`src/hw/cpsr_pkg.sv`:
```
// Shared constants and types for the processor status and interrupt registers
package cpsr_pkg;

    // ----------------------------------------------------------------
    // Build options
    // ----------------------------------------------------------------
    localparam int         CPSR_NUM_SETS   = 4;   // Normal set plus shadows
    localparam int         CPSR_SET_BITS   = 2;   // Bits needed for sets-1
    localparam logic       CPSR_HAS_MMU    = 1'b1;
    localparam logic       CPSR_HAS_IIC    = 1'b1; // Internal irq controller
    localparam logic       CPSR_HAS_EIC    = 1'b1; // External irq interface
    localparam logic       CPSR_HAS_SHADOW = 1'b1;

    // ----------------------------------------------------------------
    // Control register indices
    // ----------------------------------------------------------------
    localparam logic [4:0] CPSR_IDX_STATUS  = 5'h00;
    localparam logic [4:0] CPSR_IDX_ESAVED  = 5'h01;
    localparam logic [4:0] CPSR_IDX_BSAVED  = 5'h02;
    localparam logic [4:0] CPSR_IDX_IRQ_EN  = 5'h03;
    localparam logic [4:0] CPSR_IDX_IRQ_PND = 5'h04;

    // ----------------------------------------------------------------
    // Widths and reset values
    // ----------------------------------------------------------------
    localparam int          CPSR_FLD_W      = 6;
    localparam int          CPSR_IRQ_LINES  = 32;
    localparam logic [5:0]  CPSR_SET_ZERO   = 6'h00;
    localparam logic [5:0]  CPSR_SET_MASK   = 6'h03; // Implemented set bits
    localparam logic [31:0] CPSR_WORD_ZERO  = 32'h0000_0000;

    // Status word layout, bit 31 down to bit 0
    typedef struct packed {
        logic [7:0] rsvd;       // Reads zero
        logic       set_irq_enable;
        logic       nmi_mode;
        logic [5:0] previous_set_index;
        logic [5:0] current_set_index;
        logic [5:0] interrupt_level_threshold;
        logic       handler_active_flag;
        logic       exception_active_flag;
        logic       privilege_level_bit;
        logic       global_irq_enable;
    } cpsr_status_s;

    // Status word after reset: all zero except the set enable
    localparam cpsr_status_s CPSR_STATUS_RST = '{
        rsvd: 8'h00, set_irq_enable: 1'b1, nmi_mode: 1'b0,
        previous_set_index: 6'h00, current_set_index: 6'h00,
        interrupt_level_threshold: 6'h00, handler_active_flag: 1'b0,
        exception_active_flag: 1'b0, privilege_level_bit: 1'b0,
        global_irq_enable: 1'b0};

    // Kinds of event that enter the status logic
    typedef enum logic [2:0] {
        CPSR_EV_NONE,
        CPSR_EV_EXC,     // Exception that is not an interrupt
        CPSR_EV_INT_IRQ, // Internal interrupt taken
        CPSR_EV_EXT_IRQ, // External interrupt taken
        CPSR_EV_BREAK
    } cpsr_event_e;

    // One event request from the pipeline
    typedef struct packed {
        cpsr_event_e kind;
        logic [5:0]  req_set;   // Set asked for by an external interrupt
    } cpsr_event_s;

    // Control register access from the instruction path
    typedef struct packed {
        logic        wr_en;
        logic        rd_en;
        logic [4:0]  idx;
        logic [31:0] wdata;
    } cpsr_ctl_s;

endpackage

```
`src/hw/cpsr_irq_gate.sv`:
```
// Interrupt request qualification for the status register block
`timescale 1ns/1ps
module cpsr_irq_gate
    import cpsr_pkg::*;
(
    input  wire logic        core_clk_i,
    input  wire logic        sys_rst_i,
    input  wire logic        pie_i,
    input  wire logic        set_irq_enable_i,
    input  wire logic [5:0]  crs_i,
    input  wire logic [5:0]  il_i,
    input  wire logic [31:0] pending_i,
    input  wire logic [31:0] enable_i,
    input  wire logic        ext_req_i,
    input  wire logic [5:0]  ext_level_i,
    input  wire logic [5:0]  ext_set_i,
    output logic             int_req_o,
    output logic             ext_ok_o
);

    logic nxt_int_req;
    logic nxt_ext_ok;

    // ------------------------------------------------------------
    // Qualification
    // ------------------------------------------------------------
    // Internal request needs the global enable and one enabled line
    assign nxt_int_req = pie_i && |(pending_i & enable_i);
    // Level must strictly exceed the threshold; a request for the set in
    // use is also held off while the set enable is low
    assign nxt_ext_ok  = ext_req_i && pie_i
                       && (ext_level_i > il_i)
                       && (set_irq_enable_i || ext_set_i != crs_i);

    // Registered so the core sees a clean level
    always_ff @(posedge core_clk_i or posedge sys_rst_i) begin
        if (sys_rst_i) begin
            int_req_o <= 1'b0;
            ext_ok_o  <= 1'b0;
        end else begin
            int_req_o <= nxt_int_req;
            ext_ok_o  <= nxt_ext_ok;
        end
    end
endmodule

```
`src/hw/cpsr_status_regs.sv`:
```
// Processor status word, saved copies and interrupt mask registers
`timescale 1ns/1ps
//
// Contract
// - current_set_index shows active set; zero is normal, others shadow.
// - Exceptions that are not interrupts force current_set_index to zero.
// - Software writes never change current_set_index.
// - Unused high set-index bits read zero; software writes them zero.
// - External maskable interrupt served only when level exceeds threshold.
// - Taking an external interrupt sets handler_active_flag.
// - Any exception sets exception_active_flag; software clears it.
// - Exception flag serves the MMU miss check; reads zero without MMU.
// - Privilege bit one means user mode; zero without MMU.
// - Global enable low ignores interrupts, never other exceptions.
// - Unimplemented fields read zero, set enable reads one.
// - Interrupt with exception flag clear saves status to exception copy.
// - Interrupt asking for a shadow set saves into shadow copy instead.
// - Exception return restores from saved copy chosen by current set.
// - Exception copy is fully read/write and resets to zero.
// - Break saves status to break copy; break return restores it.
// - Break copy is fully read/write and resets to zero.
// - Each mask bit enables its matching one of 32 interrupt lines.
// - Mask reads zero when no internal interrupt controller exists.
// - Pending view mirrors interrupt lines; writes have no effect.
// - After any save, current set index is copied to previous index.
module cpsr_status_regs
    import cpsr_pkg::*;
(
    input  wire logic         core_clk_i,
    input  wire logic         sys_rst_i,
    input  wire cpsr_ctl_s    ctl_i,
    input  wire cpsr_event_s  event_i,
    input  wire logic         eret_i,
    input  wire logic         bret_i,
    input  wire logic [31:0]  irq_line_i,
    input  wire logic         ext_req_i,
    input  wire logic [5:0]   ext_level_i,
    input  wire logic [5:0]   ext_set_i,
    output cpsr_status_s      status_o,
    output logic [31:0]       rd_data_o,
    output logic              rd_valid_o,
    output logic              int_req_o,
    output logic              ext_ok_o
);

    // ------------------------------------------------------------
    // Storage
    // ------------------------------------------------------------
    cpsr_status_s status_ff;
    cpsr_status_s nxt_status;
    logic [31:0]  esaved_ff;
    logic [31:0]  nxt_esaved;
    logic [31:0]  bsaved_ff;
    logic [31:0]  nxt_bsaved;
    logic [31:0]  ssaved_ff;     // Shadow copy, hardware only
    logic [31:0]  nxt_ssaved;
    logic [31:0]  irq_mask_ff;
    logic [31:0]  irq_pend_ff;
    logic [31:0]  rd_data_ff;
    logic         rd_valid_ff;
    logic [31:0]  nxt_rd_data;
    logic         is_irq;
    logic         to_shadow;
    logic         save_exc;
    logic         wr_status;

    // ------------------------------------------------------------
    // Helpers
    // ------------------------------------------------------------
    // Clean a word before it lands in the live status: unused bits of
    // the set fields and options not built are forced to their idle value
    function automatic cpsr_status_s clean_status(input logic [31:0] w);
        cpsr_status_s s;
        s = cpsr_status_s'(w);
        s.rsvd = 8'h00;
        s.previous_set_index = s.previous_set_index & CPSR_SET_MASK;
        s.current_set_index  = s.current_set_index & CPSR_SET_MASK;
        if (!CPSR_HAS_MMU) begin
            s.exception_active_flag = 1'b0;
            s.privilege_level_bit   = 1'b0;
        end
        if (!CPSR_HAS_EIC) begin
            s.interrupt_level_threshold = CPSR_SET_ZERO;
            s.handler_active_flag       = 1'b0;
            s.nmi_mode                  = 1'b0;
        end
        if (!CPSR_HAS_EIC || !CPSR_HAS_SHADOW) begin
            s.set_irq_enable = 1'b1;
        end
        if (!CPSR_HAS_SHADOW) begin
            s.previous_set_index = CPSR_SET_ZERO;
            s.current_set_index  = CPSR_SET_ZERO;
        end
        return s;
    endfunction

    // Index match for a write from the instruction path
    function automatic logic wr_hit(input cpsr_ctl_s c,
                                    input logic [4:0] idx);
        return c.wr_en && (c.idx == idx);
    endfunction

    // ------------------------------------------------------------
    // Event decode
    // ------------------------------------------------------------
    assign is_irq    = (event_i.kind == CPSR_EV_INT_IRQ)
                    || (event_i.kind == CPSR_EV_EXT_IRQ);
    // Only external interrupts may ask for a shadow set
    assign to_shadow = CPSR_HAS_SHADOW && (event_i.kind == CPSR_EV_EXT_IRQ)
                    && ((event_i.req_set & CPSR_SET_MASK) != CPSR_SET_ZERO);
    // A nested exception keeps the first saved copy intact
    assign save_exc  = ((event_i.kind == CPSR_EV_EXC) || is_irq)
                    && !to_shadow && !status_ff.exception_active_flag;
    assign wr_status = wr_hit(ctl_i, CPSR_IDX_STATUS);

    // ------------------------------------------------------------
    // Live status word
    // ------------------------------------------------------------
    // Priority: event taken, then the two returns, then software write.
    // The pipeline issues at most one of these per cycle.
    always_comb begin
        nxt_status = status_ff;
        unique case (event_i.kind)
            CPSR_EV_NONE: begin
                if (eret_i) begin
                    // Set zero means an ordinary exception was taken
                    if (status_ff.current_set_index == CPSR_SET_ZERO) begin
                        nxt_status = clean_status(esaved_ff);
                    end else begin
                        nxt_status = clean_status(ssaved_ff);
                    end
                end else if (bret_i) begin
                    nxt_status = clean_status(bsaved_ff);
                end else if (wr_status) begin
                    nxt_status = clean_status(ctl_i.wdata);
                    // Set index is kept by hardware only
                    nxt_status.current_set_index =
                        status_ff.current_set_index;
                end
            end
            CPSR_EV_EXC, CPSR_EV_BREAK: begin
                nxt_status.previous_set_index =
                    status_ff.current_set_index;
                nxt_status.current_set_index = CPSR_SET_ZERO;
                nxt_status.exception_active_flag = CPSR_HAS_MMU;
                nxt_status.privilege_level_bit   = 1'b0;
                nxt_status.global_irq_enable     = 1'b0;
            end
            CPSR_EV_INT_IRQ, CPSR_EV_EXT_IRQ: begin
                nxt_status.previous_set_index =
                    status_ff.current_set_index;
                if (to_shadow) begin
                    nxt_status.current_set_index =
                        event_i.req_set & CPSR_SET_MASK;
                end
                if (event_i.kind == CPSR_EV_EXT_IRQ) begin
                    nxt_status.handler_active_flag = CPSR_HAS_EIC;
                end
                nxt_status.exception_active_flag = CPSR_HAS_MMU;
                nxt_status.privilege_level_bit   = 1'b0;
                nxt_status.global_irq_enable     = 1'b0;
            end
            default: begin
                nxt_status = status_ff;
            end
        endcase
    end

    // Status register
    always_ff @(posedge core_clk_i or posedge sys_rst_i) begin
        if (sys_rst_i) begin
            status_ff <= CPSR_STATUS_RST;
        end else begin
            status_ff <= nxt_status;
        end
    end

    // ------------------------------------------------------------
    // Saved copies
    // ------------------------------------------------------------
    // Hardware save wins over a software write in the same cycle
    always_comb begin
        nxt_esaved = esaved_ff;
        nxt_bsaved = bsaved_ff;
        nxt_ssaved = ssaved_ff;
        if (save_exc) begin
            nxt_esaved = status_ff;
        end else if (wr_hit(ctl_i, CPSR_IDX_ESAVED)) begin
            nxt_esaved = ctl_i.wdata;
        end
        if (event_i.kind == CPSR_EV_BREAK) begin
            nxt_bsaved = status_ff;
        end else if (wr_hit(ctl_i, CPSR_IDX_BSAVED)) begin
            nxt_bsaved = ctl_i.wdata;
        end
        if (to_shadow) begin
            nxt_ssaved = status_ff;
        end
    end

    // Copies reset to zero
    always_ff @(posedge core_clk_i or posedge sys_rst_i) begin
        if (sys_rst_i) begin
            esaved_ff <= CPSR_WORD_ZERO;
            bsaved_ff <= CPSR_WORD_ZERO;
            ssaved_ff <= CPSR_WORD_ZERO;
        end else begin
            esaved_ff <= nxt_esaved;
            bsaved_ff <= nxt_bsaved;
            ssaved_ff <= nxt_ssaved;
        end
    end

    // ------------------------------------------------------------
    // Interrupt mask and pending view
    // ------------------------------------------------------------
    // Mask stays zero when the internal controller is left out
    always_ff @(posedge core_clk_i or posedge sys_rst_i) begin
        if (sys_rst_i) begin
            irq_mask_ff <= CPSR_WORD_ZERO;
        end else if (CPSR_HAS_IIC && wr_hit(ctl_i, CPSR_IDX_IRQ_EN)) begin
            irq_mask_ff <= ctl_i.wdata;
        end
    end

    // Lines are sampled each cycle; writes to the view are dropped
    always_ff @(posedge core_clk_i or posedge sys_rst_i) begin
        if (sys_rst_i) begin
            irq_pend_ff <= CPSR_WORD_ZERO;
        end else if (CPSR_HAS_IIC) begin
            irq_pend_ff <= irq_line_i;
        end
    end

    // ------------------------------------------------------------
    // Read path
    // ------------------------------------------------------------
    // One cycle read latency; unknown indices return zero
    always_comb begin
        nxt_rd_data = CPSR_WORD_ZERO;
        unique case (ctl_i.idx)
            CPSR_IDX_STATUS:  nxt_rd_data = status_ff;
            CPSR_IDX_ESAVED:  nxt_rd_data = esaved_ff;
            CPSR_IDX_BSAVED:  nxt_rd_data = bsaved_ff;
            CPSR_IDX_IRQ_EN:  nxt_rd_data = irq_mask_ff;
            CPSR_IDX_IRQ_PND: nxt_rd_data = irq_pend_ff;
            default:          nxt_rd_data = CPSR_WORD_ZERO;
        endcase
    end

    // Read data register
    always_ff @(posedge core_clk_i or posedge sys_rst_i) begin
        if (sys_rst_i) begin
            rd_data_ff  <= CPSR_WORD_ZERO;
            rd_valid_ff <= 1'b0;
        end else begin
            rd_valid_ff <= ctl_i.rd_en;
            if (ctl_i.rd_en) begin
                rd_data_ff <= nxt_rd_data;
            end
        end
    end

    assign status_o   = status_ff;
    assign rd_data_o  = rd_data_ff;
    assign rd_valid_o = rd_valid_ff;

    // ------------------------------------------------------------
    // Interrupt qualification
    // ------------------------------------------------------------
    cpsr_irq_gate u_gate (
        .core_clk_i  (core_clk_i),
        .sys_rst_i   (sys_rst_i),
        .pie_i       (status_ff.global_irq_enable),
        .set_irq_enable_i      (status_ff.set_irq_enable),
        .crs_i       (status_ff.current_set_index),
        .il_i        (status_ff.interrupt_level_threshold),
        .pending_i   (irq_pend_ff),
        .enable_i    (irq_mask_ff),
        .ext_req_i   (ext_req_i),
        .ext_level_i (ext_level_i),
        .ext_set_i   (ext_set_i),
        .int_req_o   (int_req_o),
        .ext_ok_o    (ext_ok_o)
    );
endmodule

```
`config.mk`:
```
export PLATFORM = sky130hd
export DESIGN_NAME = cpsr_status_regs
export DESIGN_NICKNAME = d
export VERILOG_FILES = /design/src/hw/cpsr_pkg.sv /design/src/hw/cpsr_irq_gate.sv /design/src/hw/cpsr_status_regs.sv
export SDC_FILE = /design/constraint.sdc
export NUM_CORES = 1
export LEC_CHECK = 0
export BUFFER_PORTS_ARGS = -buffer_cell sky130_fd_sc_hd__buf_2
export CORE_ASPECT_RATIO = 0.6
export CORE_MARGIN = 4
export CORE_UTILIZATION = 53
export CTS_BUF_LIST = sky130_fd_sc_hd__clkbuf_2 sky130_fd_sc_hd__clkbuf_4 sky130_fd_sc_hd__clkbuf_8
export DETAILED_ROUTE_END_ITERATION = 10
export GPL_TIMING_DRIVEN = 0
export PLACE_DENSITY = 0.78
export SLEW_MARGIN = 20
export SYNTH_ARGS = -nofsm -noshare
export SYNTH_HDL_FRONTEND = slang
export SYNTH_SLANG_ARGS = --single-unit
```
`constraint.sdc`:
```
create_clock -name core_clk_i -period 5.72 [get_ports core_clk_i]
set_input_delay 0.572 -clock core_clk_i [delete_from_list [all_inputs] [get_ports core_clk_i]]
set_output_delay 0.572 -clock core_clk_i [all_outputs]
set_load 0.005 [all_outputs]
```
* Yosys cells after proc, flatten, opt, wreduce, memory -nomap -nowiden
Index checks and enable logic that the tools add are counted.
Storage, ports and cells: flip-flop bits (word level) 219, input bits 97, output and inout bits 67, logic and storage cells 83
Operators by class: $lt $le $gt $ge 1, eq/ne operators 13, muxes and demuxes 14, bitwise gates (word level) 1, reduce and logical (&&, ||, !) cells 35
Operator list (count):
- two-way mux 32 bit | 7
- case mux 32 bit (5 select lines) | 1
- case mux 12 bit (3 select lines) | 1
- AND 32 bit | 1
- OR reduction 32 bit | 1
- two-way mux 24 bit | 1
- logical AND 1 bit | 11
- == test 5 x 2 -> 1 bit, second input constant | 2
- nonzero test 2 bit | 4
- == test 3 x 2 -> 1 bit, second input constant | 2
- > comparator 6 bit | 1
- logical NOT 6 bit | 1
- two-way mux 6 bit | 1
- != test 6 bit | 1
- case mux 3 bit (2 select lines) | 1
- AND reduction 2 bit | 3
- AND reduction 3 bit | 2
- nonzero test 3 bit | 2
- nonzero test 6 bit | 1
- == test 5 x 1 -> 1 bit, second input constant | 1
- == test 5 x 3 -> 1 bit, second input constant | 1
- logical NOT 5 bit | 1
- != test 2 bit, second input constant | 2
- != test 4 bit, second input constant | 1
- 10 further kinds | 14

* Depth between registers and ports, before layout
depth after elaboration 6, depth in mapped cells 8, mapped depth without buffers 6

* Cells and area by module
Synthesis repeated with hierarchy kept, for this count alone.
Unflattened totals: cells, all modules 869, area total of the unflattened synthesis 9345.2 sq um
By module, submodules not included:
- cpsr_status_regs | instances 1, cells an instance 815, area an instance 8906.0 sq um, sequential area each 4855.9 sq um
- cpsr_irq_gate | instances 1, cells an instance 54, area an instance 439.2 sq um, sequential area each 50.0 sq um

* Least setup slack after synthesis
OpenSTA, ideal clock, no wires.
path kind in2reg, start input ctl_i[32] in the netlist's numbering, end register status_ff, in the netlist status_o[4], library setup time 125 ps, arrival time 2002 ps, required time 5595 ps, path slack 3593 ps, stages 7, path buffers 3, cells stage by stage buf_6 or4_4 buf_6 o21ai_2 nand2_2 buf_6 mux2_4
On the way: longest elaborated chain between the ends 4
RTL lines:
- from (decl) | line cpsr_status_regs.sv:31 | input wire cpsr_ctl_s ctl_i,
- logical NOT 5 bit | line cpsr_status_regs.sv:100 | return c.wr_en && (c.idx == idx);
- logical AND 1 bit | line cpsr_status_regs.sv:100
- nonzero test 3 bit (no source line)
- AND reduction 2 bit (no source line)
- to (signal assigned) | line cpsr_status_regs.sv:174 | status_ff <= nxt_status;
- to (decl) | line cpsr_status_regs.sv:49 | cpsr_status_s status_ff;
Every way passes these cells. A chain may end at the register's enable or synchronous reset.

* Worst setup path in the final report
start register status_ff, in the netlist status_o[10], end register status_ff, in the netlist status_o[17]
On the way: longest elaborated chain between the ends 4
RTL lines:
- logical NOT 6 bit | line cpsr_status_regs.sv:127 | if (status_ff.current_set_index == CPSR_SET_ZERO) begin
- two-way mux 24 bit | line cpsr_status_regs.sv:127
- two-way mux 32 bit | line cpsr_status_regs.sv:125 | if (eret_i) begin
- case mux 12 bit (3 select lines) | line cpsr_status_regs.sv:123 | unique case (event_i.kind)
Every way passes these cells.

==> impl_metrics.py <==
metrics = {
    "setup_path": {
        "arrival_ps": 2780,
        "r2r_cells": 6,
        "cpMaxStageDelayCell": "nor2_1",
        "startpoint_type": "flop",
        "path_max_fanout": 10,
        "path_cells": "clkbuf_1 > nor2_1 > buf_2 > nand2_1 > a311o_1 > a31oi_1",
        "cp.required_ps": 6120,
        "rrSetupSlack_ps": 3340,
        "r2r_end": "status_o[17]$_DFFE_PP0P_",
        "endpoint_kind": "flop",
        "r2r_start": "status_o[10]$_DFFE_PP0P_",
        "cpPeakStageDelay_ps": 610,
        "critPathKind": "flop to flop",
    },
    "clock_tree": {
        "numCtsBuffers": 17,
        "post_cts_resized": 0,
        "hold_buffers": 0,
        "cts-root-buf": "clkbuf_8",
        "htreeDepth": 4,
        "cts_setup_buffers": 0,
        "clockBufferDepth": 2,
        "insertion_delay_ps": 490,
        "cts_sinks": 196,
        "cts_tree": "built",
        "clkTransAtPathRegs_ps": 120,
    },
    "route": {
        "wire_per_inst_um": 22.3,
        "finalWirelength_um": 29700,
        "drc_errors": 0,
        "vias": 8225,
        "viasPerCell": 6.16,
        "dr.first_iter.drc_count": 951,
        "ant_nets": 0,
        "drtPass1Iterations": 8,
    },
    "synth": {
        "ys_ff_latch": 196,
        "synth_cell_types": 53,
        "synth_edf_count": 0,
        "syn_avg_cell_area_um2": 10.4,
        "synthArstFlopShare_pct": 100,
        "synth_flop_cell": "dfrtp_1",
        "syn_area_um2": 9440,
        "yosysSeqAreaShare_pct": 52.0,
        "yosys_warnings": 0,
        "syn_inst": 910,
    },
    "job": {
        "drv_cap": 0,
    },
    "timing": {
        "worst_slew_pin_slew_ps": 917,
        "fin_setup_tns_ps": 0,
        "fmax_ghz": 0.421,
        "rsz0062_at_grt": "false",
        "slew_viol_final": 0,
        "holdWs_ps": 173,
        "setup_viol": 0,
        "slew_headroom_pct": 38.9,
        "finalHoldViolCount": 0,
        "finalWorstSetupSlack_ps": 3340,
        "post-route-period-util_pct": 41.6,
        "fin_crit_ps": 2380,
        "finClkSkew_ps": 27.8,
    },
    "finish": {
        "final_area_um2": 11000,
        "final_nets": 1191,
        "stdcell_count": 1336,
        "drive_gt1_share_pct": 23.6,
        "area_growth_pct": 17.0,
    },
    "status": {
        "status": "completed",
    },
    "pwr": {
        "vdd.ir_drop.worst_v": 0.000200,
        "powerDensity_nw_per_um2": 324,
        "p_leak_nw": 5.20,
    },
    "placement": {
        "dp_slack_ps": 3170,
        "io_buffers": 142,
        "gp_congestion": 0.982,
        "dp.cells": 1303,
        "place_area_um2": 10600,
        "dp_hpwl_um": 22300,
    },
    "global_route": {
        "antenna_found_initial": 1,
        "grt_pass1_wl_um": 46000,
        "grt_usage_pct": 29.5,
        "grt_pass1_vias": 7925,
        "grt_overflow": 0,
        "grt_max_degree": 34,
    },
    "min_path": {
        "min-delay-start": "irq_line_i[18]",
        "min_to": "irq_pend_ff[18]$_DFF_PP0_",
        "hold_depth": 1,
        "min_path_type": "primary input to flop",
    },
    "floorplanning": {
        "die_h_um": 111,
        "die-area_um2": 20100,
        "io_pins": 164,
        "die_w_um": 180,
        "core-area_um2": 17300,
        "fp-row-count": 37,
        "initial_core_util_pct": 54.5,
    },
}
stage by stage:
stage	util, %	total power [mW]
5_1_grt	63.8	3.76
2_1_floorplan	-	2.32
3_3_place_gp	60.6	2.60
3_5_place_dp	61.3	2.64
4_1_cts	63.8	3.56
6_report	63.8	3.58
cells in the mapped netlist (4+ instances only):
master	instances	area, um^2
a211oi_1	6	45.0
o22a_1	20	175
nor2_1	53	199
a31oi_1	28	175
mux2_2	25	282
buf_6	7	78.8
o2bb2ai_1	9	78.8
inv_1	26	97.6
nand2_1	130	488
dfrtp_1	195	4880
nand4_1	6	37.5
mux2_1	34	383
o21ai_0	10	50.1
a21oi_1	96	480
a22oi_1	35	263
buf_2	15	75.1
mux2i_1	65	651
a311o_1	4	40.0
o22ai_1	27	169
nor2b_1	12	75.1
clkbuf_1	34	128
buf_4	22	165
buf_1	4	15.0
ha_1	6	75.1
per-layer routing:
layer	GRT usage, %	vias up	wire length, um
li1	-	3592	-
met3	11.5	53	4040
met1	45.5	4045	13200
met2	39.8	533	12000
met4	5.74	2	389
met5	0	-	12
power by group:
part | internal [mW] | total [mW] | leakage [nW] | switching (mW)
sequential | 1.64 | 1.87 | 2.42 | 0.232
clock | 0.373 | 0.949 | 0.205 | 0.576
combinational | 0.361 | 0.758 | 2.58 | 0.397
logic make-up after synthesis:
| family | after synthesis | share of synthesized area (%) |
|---|---|---|
| XOR/XNOR | 2 | 0.186 |
| adder cells (fa/ha/maj) | 6 | 0.795 |
| multiplexers | 125 | 14.1 |
| buffers and inverters | 108 | 5.92 |
| other | 1 | 0.0397 |
| flip-flops | 196 | 52.0 |
| AO/OA/AOI/OAI | 243 | 16.4 |
| AND/OR/NAND/NOR | 229 | 10.6 |
worst max-delay path by stage:
stage / depth (start not counted) / end / from / slack, ps
floorplan: 1 / bsaved_ff[0]$_DFFE_PP0P_ / sys_rst_i / 2620
global placement: 2 / status_o[7]$_DFFE_PP0P_ / sys_rst_i / 1410
detailed placement: 6 / esaved_ff[7]$_DFFE_PP0P_ / event_i[1] / 3170
CTS: 6 / status_o[17]$_DFFE_PP0P_ / status_o[10]$_DFFE_PP0P_ / 3350
global route: 6 / status_o[17]$_DFFE_PP0P_ / status_o[10]$_DFFE_PP0P_ / 3200
finish: 6 / status_o[17]$_DFFE_PP0P_ / status_o[10]$_DFFE_PP0P_ / 3340
flip-flops by register name (all words and copies together), names as in the netlist, 16 cells and up:
| register | flops |
|---|---|
| irq_pend_ff | 32 |
| esaved_ff | 32 |
| ssaved_ff | 16 |
| rd_data_o | 32 |
| bsaved_ff | 32 |
| status_o | 17 |
| irq_mask_ff | 32 |
cell usage in the layout (no fill, tap or decap), types with 3 or more instances in the layout:
| cell | synthesis | routed |
|---|---|---|
| clkinvlp_4 | 0 | 3 |
| o22ai_1 | 27 | 27 |
| buf_6 | 7 | 7 |
| inv_8 | 0 | 4 |
| o22a_1 | 20 | 20 |
| a22oi_1 | 35 | 35 |
| o21ai_0 | 10 | 10 |
| a311o_1 | 4 | 4 |
| buf_1 | 4 | 4 |
| a31oi_1 | 28 | 28 |
| ha_1 | 6 | 6 |
| buf_4 | 22 | 22 |
| clkinv_4 | 0 | 3 |
| mux2_2 | 25 | 25 |
| mux2_1 | 34 | 34 |
| a211oi_1 | 6 | 6 |
| buf_12 | 0 | 5 |
| and2_1 | 3 | 3 |
| clkbuf_8 | 0 | 17 |
| clkbuf_1 | 34 | 34 |
| inv_1 | 26 | 25 |
| conb_1 | 1 | 12 |
| nand4_1 | 6 | 6 |
| clkinv_8 | 0 | 4 |
| mux2i_1 | 65 | 65 |
| a21oi_1 | 96 | 96 |
| dfrtp_1 | 195 | 195 |
| nor2b_1 | 12 | 12 |
| nand2_1 | 130 | 130 |
| o2bb2ai_1 | 9 | 9 |
| nand3_1 | 3 | 3 |
| nor2_1 | 53 | 53 |
| buf_2 | 15 | 157 |
area by class of cell:
type                    count  area [um^2]
fillers                  1460         6270
flip-flops and latches    196         4910
multi-input cells         617         4020
repair buffers            148          838
plain buffers              82          462
well taps                 234          293
clock buffers              17          234
clock inverters            15          190
inverters                  26          101
diodes                      1         2.50
critical path, delay by kind of cell, from the launching register on:
family                 cells  cell delay [ps]
AO/OA/AOI/OAI              2              570
flip-flops                 1              400
AND/OR/NAND/NOR            2              690
buffers and inverters      2              620
Power figures use the tool's default switching activity.
